## src/fnode_defs.svh

```systemverilog
// Purpose: constants for the fieldbus node configuration and status block
// Assumes: APB byte addresses, 32-bit data, 50 MHz clock
// Notes: offsets and field positions used by design and bench
`ifndef FNODE_DEFS_SVH
`define FNODE_DEFS_SVH
`define FNODE_CLK_KHZ 50000
`define FNODE_FLASH_HALF_MS 500
`define FNODE_OFS_CTRL 12'h000
`define FNODE_OFS_VARS 12'h004
`define FNODE_OFS_STATUS 12'h008
`define FNODE_OFS_INT_STAT 12'h00C
`define FNODE_OFS_INT_MASK 12'h010
`define FNODE_OFS_SIZES 12'h014
`define FNODE_CTRL_SRC_LSB 0
`define FNODE_CTRL_RUN_BIT 2
`define FNODE_CTRL_RST 3'h0
`define FNODE_VARS_RST 16'h0000
`define FNODE_MASK_RST 5'h00
`define FNODE_CTRL_WORDS 8'h02
`define FNODE_INT_DUP 0
`define FNODE_INT_SIZE 1
`define FNODE_INT_TMO 2
`define FNODE_INT_CRIT 3
`define FNODE_INT_RATE 4
`define FNODE_RATE_RESERVED 2'h3
`endif

```

## src/fnode_pkg.sv

```systemverilog
// Purpose: types for the fieldbus node configuration and status block
// Assumes: nothing beyond the defs header
// Notes: one-hot codes for the indicator patterns
package fnode_pkg;
    typedef enum logic [1:0] {
        RATE_125K = 2'h0,
        RATE_250K = 2'h1,
        RATE_500K = 2'h2,
        RATE_RSVD = 2'h3
    } rate_t;
    typedef enum logic [1:0] {
        SRC_SWITCH = 2'h0,
        SRC_NETWORK = 2'h1,
        SRC_AUTO = 2'h2
    } rate_src_t;
    typedef enum logic [4:0] {
        LED_OFF = 5'h01,
        LED_GREEN = 5'h02,
        LED_RED = 5'h04,
        LED_FLASH_G = 5'h08,
        LED_FLASH_R = 5'h10
    } led_t;
endpackage : fnode_pkg

```

## src/fieldbus_node_config_status.sv

```systemverilog
// Purpose: switch decode, bit-rate choice, I/O image sizing and status indicators
// Assumes: inputs synchronous to i_clk; switches stable while in reset
// Notes: registers over APB; level interrupt from read-clear status
`include "fnode_defs.svh"

// Behaviour
// two-bit switch picks 125k, 250k or 500k; 11 is reserved.
// six-bit switch gives binary node address 0 to 63.
// bit rate comes from switch, network command or autobaud.
// installer sets rate switch before start; sampled once after reset.
// module LED off, red on fatal, green ok, flashing red minor.
// network LED off, green, flashing green, red, flashing red by link state.
// two front LEDs show status; the other two stay off.
// only the polled I/O connection type is accepted.
// master must set I/O byte counts equal to the image sizes.
// master size covers all variables plus status and control words.
// image sizes follow programmed variables plus status and control words. The code caps each size at 254 bytes (8'hFE).
// a frame from another node with our address flags a duplicate.
// DP variant address is tens switch times ten plus units switch.
// on size mismatch the node neither talks nor acknowledges.
// flashing patterns toggle near 1 Hz at 50 percent duty.
module fieldbus_node_config_status
#(
    parameter int FLASH_HALF_CYC = `FNODE_FLASH_HALF_MS * `FNODE_CLK_KHZ
)(
    input wire logic i_clk,
    input wire logic i_rst_b,
    input wire logic i_psel,
    input wire logic i_penable,
    input wire logic i_pwrite,
    input wire logic [11:0] i_paddr,
    input wire logic [31:0] i_pwdata,
    output logic o_pready,
    output logic o_pslverr,
    output logic [31:0] o_prdata,
    input wire logic [1:0] i_dip_rate,
    input wire logic [5:0] i_dip_addr,
    input wire logic i_variant_dp,
    input wire logic [3:0] i_rot_tens,
    input wire logic [3:0] i_rot_units,
    input wire logic i_net_rate_wr,
    input wire logic [1:0] i_net_rate,
    input wire logic i_auto_done,
    input wire logic [1:0] i_auto_rate,
    input wire logic i_rx_valid,
    input wire logic [5:0] i_rx_src_addr,
    input wire logic i_conn_polled,
    input wire logic [7:0] i_master_in_bytes,
    input wire logic [7:0] i_master_out_bytes,
    input wire logic i_link_online,
    input wire logic i_link_connected,
    input wire logic i_link_critical,
    input wire logic i_conn_timeout,
    input wire logic i_fault_major,
    input wire logic i_fault_minor,
    output fnode_pkg::rate_t o_bit_rate,
    output logic [6:0] o_node_addr,
    output logic [7:0] o_in_bytes,
    output logic [7:0] o_out_bytes,
    output logic o_io_enable,
    output logic o_mod_led_red,
    output logic o_mod_led_green,
    output logic o_net_led_red,
    output logic o_net_led_green,
    output logic [1:0] o_spare_led,
    output logic o_irq
);
    import fnode_pkg::*;

    // image size in bytes: variables plus status and control words, two bytes each, capped at 8'hFE
    function automatic logic [7:0] image_bytes(input logic [7:0] nvars);
        logic [8:0] words;
        words = {1'b0, nvars} + {1'b0, `FNODE_CTRL_WORDS};
        image_bytes = (words > 9'h07F) ? 8'hFE : {words[6:0], 1'b0};
    endfunction : image_bytes
    function automatic logic [1:0] led_pins(input led_t st, input logic ph);
        case (st)
            LED_GREEN: led_pins = 2'h1;
            LED_RED: led_pins = 2'h2;
            LED_FLASH_G: led_pins = {1'b0, ph};
            LED_FLASH_R: led_pins = {ph, 1'b0};
            default: led_pins = 2'h0;
        endcase
    endfunction : led_pins
    logic [2:0] ctrl_q;
    logic [15:0] vars_q;
    logic [4:0] int_stat_q, int_stat_d;
    logic [4:0] int_mask_q;
    logic sampled_q;
    logic [1:0] sw_rate_q;
    logic [5:0] sw_addr_q;
    logic [6:0] dp_addr_q;
    logic [1:0] net_rate_q;
    logic [1:0] auto_rate_q;
    rate_t rate_q, rate_d;
    logic [31:0] flash_cnt_q;
    logic flash_ph_q;
    logic dup_q;
    logic mismatch_q;
    logic pready_q;
    logic pslverr_q;
    logic [31:0] prdata_q;
    logic [7:0] in_bytes_q, out_bytes_q;
    logic io_en_q;
    logic [1:0] mod_led_q, net_led_q;
    logic irq_q;
    logic [6:0] node_addr_q;
    wire logic setup = i_psel & ~i_penable;
    wire logic done = i_psel & i_penable & pready_q;
    wire logic wr_done = done & i_pwrite;
    wire logic rd_done = done & ~i_pwrite;
    wire logic hit_ctrl = (i_paddr == `FNODE_OFS_CTRL);
    wire logic hit_vars = (i_paddr == `FNODE_OFS_VARS);
    wire logic hit_stat = (i_paddr == `FNODE_OFS_STATUS);
    wire logic hit_istat = (i_paddr == `FNODE_OFS_INT_STAT);
    wire logic hit_imask = (i_paddr == `FNODE_OFS_INT_MASK);
    wire logic hit_sizes = (i_paddr == `FNODE_OFS_SIZES);
    wire logic mapped = hit_ctrl | hit_vars | hit_stat | hit_istat | hit_imask | hit_sizes;
    wire rate_src_t src = rate_src_t'(ctrl_q[`FNODE_CTRL_SRC_LSB +: 2]);
    wire logic run = ctrl_q[`FNODE_CTRL_RUN_BIT];
    wire logic [7:0] in_need = image_bytes(vars_q[7:0]);
    wire logic [7:0] out_need = image_bytes(vars_q[15:8]);
    // master sizes must match the self-sized images exactly
    wire logic sizes_ok = (i_master_in_bytes == in_need) && (i_master_out_bytes == out_need);
    wire logic [6:0] own_addr = i_variant_dp ? dp_addr_q : {1'b0, sw_addr_q};
    wire logic dup_hit = i_rx_valid && ({1'b0, i_rx_src_addr} == own_addr);
    wire logic [4:0] events;
    led_t mod_st, net_st;
    logic [31:0] rd_mux;
    assign events[`FNODE_INT_DUP] = dup_hit & ~dup_q;
    assign events[`FNODE_INT_SIZE] = ~sizes_ok & ~mismatch_q & run;
    assign events[`FNODE_INT_TMO] = i_conn_timeout;
    assign events[`FNODE_INT_CRIT] = i_link_critical;
    assign events[`FNODE_INT_RATE] = rate_d != rate_q;
    // rate source select; a reserved switch code leaves the rate untouched
    always_comb
    begin
        rate_d = rate_q;
        if (src == SRC_NETWORK)
            rate_d = rate_t'(net_rate_q);
        else if (src == SRC_AUTO)
            rate_d = rate_t'(auto_rate_q);
        else if (sw_rate_q != `FNODE_RATE_RESERVED)
            rate_d = rate_t'(sw_rate_q);
    end
    // indicator patterns
    always_comb
    begin
        if (i_fault_major)
            mod_st = LED_RED;
        else if (i_fault_minor)
            mod_st = LED_FLASH_R;
        else
            mod_st = LED_GREEN;
        if (i_link_critical || dup_q)
            net_st = LED_RED;
        else if (!i_link_online)
            net_st = LED_OFF;
        else if (i_conn_timeout)
            net_st = LED_FLASH_R;
        else if (i_link_connected && io_en_q)
            net_st = LED_GREEN;
        else
            net_st = LED_FLASH_G;
    end
    always_comb
    begin
        rd_mux = 32'h0000_0000;
        if (hit_ctrl)
            rd_mux = {29'h0, ctrl_q};
        else if (hit_vars)
            rd_mux = {16'h0, vars_q};
        else if (hit_stat)
            rd_mux = {12'h0, io_en_q, mismatch_q, dup_q, sw_rate_q == `FNODE_RATE_RESERVED,
                      1'b0, own_addr, 4'h0, sw_rate_q, rate_q};
        else if (hit_istat)
            rd_mux = {27'h0, int_stat_q};
        else if (hit_imask)
            rd_mux = {27'h0, int_mask_q};
        else if (hit_sizes)
            rd_mux = {16'h0, out_need, in_need};
    end
    // a read clears only the bits it returned, so an event after setup survives; set wins
    always_comb
    begin
        int_stat_d = int_stat_q;
        if (rd_done && hit_istat)
            int_stat_d = int_stat_q & ~prdata_q[4:0];
        int_stat_d = int_stat_d | events;
    end
    // apb: one wait-free access phase, pready raised from the setup cycle
    always_ff @(posedge i_clk)
    begin
        if (!i_rst_b)
        begin
            pready_q <= 1'b0;
            pslverr_q <= 1'b0;
            prdata_q <= 32'h0000_0000;
        end
        else
        begin
            pready_q <= setup;
            pslverr_q <= setup & ~mapped;
            prdata_q <= (setup && !i_pwrite) ? rd_mux : 32'h0000_0000;
        end
    end

    always_ff @(posedge i_clk)
    begin
        if (!i_rst_b)
        begin
            ctrl_q <= `FNODE_CTRL_RST;
            vars_q <= `FNODE_VARS_RST;
            int_mask_q <= `FNODE_MASK_RST;
            int_stat_q <= 5'h00;
        end
        else
        begin
            int_stat_q <= int_stat_d;
            if (wr_done && hit_ctrl)
                ctrl_q <= i_pwdata[2:0];
            if (wr_done && hit_vars)
                vars_q <= i_pwdata[15:0];
            if (wr_done && hit_imask)
                int_mask_q <= i_pwdata[4:0];
        end
    end
    // switches taken once, the first edge after reset release
    always_ff @(posedge i_clk)
    begin
        if (!i_rst_b)
        begin
            sampled_q <= 1'b0;
            sw_rate_q <= 2'h0;
            sw_addr_q <= 6'h00;
            dp_addr_q <= 7'h00;
        end
        else if (!sampled_q)
        begin
            sampled_q <= 1'b1;
            sw_rate_q <= i_dip_rate;
            sw_addr_q <= i_dip_addr;
            dp_addr_q <= 7'(i_rot_tens) * 7'h0A + 7'(i_rot_units);
        end
    end
    always_ff @(posedge i_clk)
    begin
        if (!i_rst_b)
        begin
            net_rate_q <= 2'h0;
            auto_rate_q <= 2'h0;
            rate_q <= RATE_125K;
        end
        else
        begin
            if (i_net_rate_wr && i_net_rate != `FNODE_RATE_RESERVED)
                net_rate_q <= i_net_rate;
            if (i_auto_done && i_auto_rate != `FNODE_RATE_RESERVED)
                auto_rate_q <= i_auto_rate;
            if (sampled_q)
                rate_q <= rate_d;
        end
    end
    // flash timebase; a long half period is the trade for a wide counter
    always_ff @(posedge i_clk)
    begin
        if (!i_rst_b)
        begin
            flash_cnt_q <= 32'h0000_0000;
            flash_ph_q <= 1'b0;
        end
        else if (flash_cnt_q >= 32'(FLASH_HALF_CYC - 1))
        begin
            flash_cnt_q <= 32'h0000_0000;
            flash_ph_q <= ~flash_ph_q;
        end
        else
            flash_cnt_q <= flash_cnt_q + 32'h0000_0001;
    end
    // duplicate stays until reset: the node must not claim a taken address
    always_ff @(posedge i_clk)
    begin
        if (!i_rst_b)
        begin
            dup_q <= 1'b0;
            mismatch_q <= 1'b0;
            io_en_q <= 1'b0;
        end
        else
        begin
            if (dup_hit)
                dup_q <= 1'b1;
            mismatch_q <= ~sizes_ok & run;
            io_en_q <= run & sizes_ok & i_conn_polled & ~dup_q;
        end
    end
    always_ff @(posedge i_clk)
    begin
        if (!i_rst_b)
        begin
            in_bytes_q <= 8'h00;
            node_addr_q <= 7'h00;
            out_bytes_q <= 8'h00;
            mod_led_q <= 2'h0;
            net_led_q <= 2'h0;
            irq_q <= 1'b0;
        end
        else
        begin
            in_bytes_q <= in_need;
            node_addr_q <= own_addr;
            out_bytes_q <= out_need;
            mod_led_q <= led_pins(mod_st, flash_ph_q);
            net_led_q <= led_pins(net_st, flash_ph_q);
            irq_q <= |(int_stat_d & int_mask_q);
        end
    end
    assign o_pready = pready_q;
    assign o_pslverr = pslverr_q;
    assign o_prdata = prdata_q;
    assign o_bit_rate = rate_q;
    assign o_node_addr = node_addr_q;
    assign o_in_bytes = in_bytes_q;
    assign o_out_bytes = out_bytes_q;
    assign o_io_enable = io_en_q;
    assign o_mod_led_red = mod_led_q[1];
    assign o_mod_led_green = mod_led_q[0];
    assign o_net_led_red = net_led_q[1];
    assign o_net_led_green = net_led_q[0];
    assign o_spare_led = 2'h0;
    assign o_irq = irq_q;
endmodule : fieldbus_node_config_status

```

## config.mk

```make
export PLATFORM = sky130hd
export DESIGN_NAME = fieldbus_node_config_status
export DESIGN_NICKNAME = d
export VERILOG_FILES = /design/src/fnode_pkg.sv /design/src/fieldbus_node_config_status.sv
export VERILOG_INCLUDE_DIRS = /design/src
export SDC_FILE = /design/constraint.sdc
export NUM_CORES = 1
export LEC_CHECK = 0
export ABC_AREA = 1
export BUFFER_PORTS_ARGS = -buffer_cell sky130_fd_sc_hd__buf_2
export CAP_MARGIN = 0
export CELL_PAD_IN_SITES_DETAIL_PLACEMENT = 1
export CELL_PAD_IN_SITES_GLOBAL_PLACEMENT = 2
export CORE_MARGIN = 2
export CORE_UTILIZATION = 29
export CTS_CLUSTER_DIAMETER = 200
export DETAILED_ROUTE_END_ITERATION = 6
export GPL_ROUTABILITY_DRIVEN = 0
export GPL_TIMING_DRIVEN = 0
export PLACE_DENSITY = 0.77
export SLEW_MARGIN = 20
export SYNTH_ARGS = -nofsm -noshare
export SYNTH_HDL_FRONTEND = slang
export SYNTH_SLANG_ARGS = --single-unit
```

## constraint.sdc

```tcl
create_clock -name i_clk -period 2.75 [get_ports i_clk]
set_input_delay 0.55 -clock i_clk [delete_from_list [all_inputs] [get_ports i_clk]]
set_output_delay 0.55 -clock i_clk [all_outputs]
set_load 0.05 [all_outputs]
```

==> results.cfg <==
[logic_synthesis]
async_flop_share_pct = 0
synth_area_leader_cell = dfxtp_1
synth-seq-area-share_pct = 41.8
syn_area_per_cell_um2 = 7.39
ys_top_cells_by_count = 161 x nand2_1, 135 x dfxtp_1, 127 x inv_1
yosysTopAreaCellShare_pct = 41.8
synth_area_leaders = dfxtp_1 42%, nand2_1 9.4%, inv_1 7.4%, nor2_1 5.0%, o21ai_0 4.6%
ys_ff_latch = 135
synthFlopType = dfxtp_1
synthesis.area_um2 = 6460
synth.distinct_cells = 48
synth_warnings = 0
yosys.cell_count.top_type = nand2_1
synth_edf_count = 0
syn_inst = 874

[placed_design]
place_hpwl_um = 16400
portBuffers = 136

[die]
core_um2 = 21800
initial_core_util_pct = 29.6
top_level_ports = 169
dieArea_um2 = 23500
dieHeight_um = 153
die_w_um = 153
rows = 54

[flow_run]
drv_cap = 0

[clocking]
cts.htree.levels = 4
cts_buffers = 17
cts_setup_buffers = 0
clk_latency_ns = 0.42
path_clk_slew_ns = 0.06
cts_root_buf = clkbuf_16
cts_tree = done
cts_num_sinks = 135
postCtsResizedCells = 0
clock_path_buffers = 2
cts_hold_buffers = 0

[grt]
grt_pass1_wl_um = 33400
grt_pass1_vias = 6278
grt_max_degree = 17
grt_remaining_overflow = 0
antenna_found_initial = 1
grt_usage_pct = 18.1

[cells_and_area]
layout-drive-gt1-share_pct = 23.8
fin_util_pct = 37.8
syn_to_final_growth_pct = 27.7
nets = 1166
fillCellCount = 2749
n_antenna_cell = 0

[routing]
dr.pass1.iters = 4
wl_per_cell_um = 15.4
dr_total_vias = 6156
drc_errors = 0
vias_per_cell = 4.58
wl_um = 20700
drt_iter0_drc = 250
ant_nets = 0

[sta]
rsz0062_at_grt = false
final-hold-violation-count = 0
drv_slew = 0
setup_viol = 0
tightest_slew_ns = 0.819
hold-worst-slack_ns = 0.242
fin_tns_setup_ns = 0
finalCriticalPeriod_ns = 2.53
skew_ns = 0.00993
fmax_ghz = 0.396
finalCritPeriodShare_pct = 91.9
max-slew-margin-rel_pct = 45.4

[setup_path]
end_kind = flop
path_class = reg -> reg
rrSetupSlack_ns = 0.22
arrival_ns = 2.84
cp-start-kind = flop
cp.required_ns = 3.06
path_max_fanout = 10

[hold_path]
hp-class = in -> reg

[power]
ir_worst_vdd_v = 0.000307
pwr_density_cell_nw_per_um2 = 614
leakagePower_nw = 3.85

[status]
status = completed
-- worst paths after layout --
kind                             endpoint  cells after the start              startpoint
hold reg to reg   o_prdata[19]$_SDFF_PP0_                      2  o_io_enable$_SDFF_PN0_
hold / removal          sampled_q$_DFF_P_                      1                 i_rst_b
setup / recovery         o_irq$_SDFF_PN0_                     18  vars_q[1]$_SDFFE_PN0P_
setup reg to reg         o_irq$_SDFF_PN0_                     18  vars_q[1]$_SDFFE_PN0P_
-- layout make-up --
type                            count  area (um2)  share of cell area [%]
Buffer                             41         264                    3.20
Clock buffer                       22         474                    5.75
Clock inverter                     10         191                    2.32
Inverter                          135         507                    6.14
Multi-Input combinational cell    585        3080                    37.3
Sequential cell                   135        2710                    32.8
Tap cell                          280         350                    4.25
Timing Repair Buffer              136         681                    8.25
-- routing by layer --
| layer | vias up | track usage (%) | wire (um) |
|---|---|---|---|
| met1 | 2855 | 24.5 | 9900 |
| li1 | 3144 | - | - |
| met3 | 17 | 3.60 | 1110 |
| met2 | 140 | 29.3 | 9370 |
| met5 | - | 0 | 0 |
| met4 | 0 | 5.16 | 263 |
-- flip-flops by register name, summed over array words and instances, names as in the netlist, 6 cells and up --
register	cells
vars_q	16
dp_addr_q	7
o_prdata	20
o_in_bytes	7
sw_addr_q	6
o_node_addr	7
o_out_bytes	7
flash_cnt_q	32
-- where the power goes --
part / internal (mW) / switching, mW
Combinational: 0.146 / 0.292
Sequential: 2.00 / 0.0219
Clock: 1.69 / 0.911
-- cells in the final DEF (no fill, tap or decap), drive strengths merged --
master      n
nand2     173
buf       167
dfxtp     135
inv       135
nor2      100
o21ai      62
nand3      54
a21oi      51
clkbuf     32
nand4      25
conb       23
nor3       18
ha         11
o22ai      10
xor2       10
o211ai      9
nor3b       7
or2         6
bufinv      5
a221oi      4
nor4        3
a211oi      3
clkinv      3
a21o        2
xnor2       2
a31oi       2
o2111a      2
fa          2
clkinvlp    2
o221ai      1
and2        1
or4         1
o211a       1
o21bai      1
o311ai      1
-- worst max-delay path, stage by stage, from the launching register on --
cell	delay (ns)
dfxtp_1	0.33
buf_4	0.19
inv_1	0.07
ha_1	0.33
nor2_1	0.10
nor2_1	0.05
nand2_1	0.06
nor2_1	0.05
nand3_2	0.10
buf_6	0.14
nand3_1	0.16
nand2_1	0.13
nand4_1	0.16
nor2_2	0.20
nand2_1	0.11
nand3_2	0.08
nand2_2	0.05
nand2_1	0.05
nand2_1	0.05
-- per-stage QoR --
stage	power, mW	cells	setup WS [ns]	cell area (um2)
after floorplan	2.35	896	0.640	6540
after global placement	2.51	1312	-0.0457	7570
after detailed placement	2.51	1312	-0.0297	7570
after CTS	5.13	1344	0.125	8240
after global routing	5.26	1344	0.00981	8250
final	5.06	1344	0.223	8250
-- logic make-up (layout without fill, tap and decap cells) --
| family | after synthesis | in the layout | share of synthesized area [%] |
|---|---|---|---|
| and+or+nand+nor | 388 | 388 | 28.8 |
| adders and majority gates | 13 | 13 | 2.75 |
| buffers and inverters | 176 | 344 | 11.9 |
| xor gates and xnor gates | 12 | 12 | 1.63 |
| other | 1 | 23 | 0.0580 |
| AOI/OAI and AO/OA | 149 | 149 | 13.1 |
| DFF | 135 | 135 | 41.8 |
(Power assumes the default switching activity.)
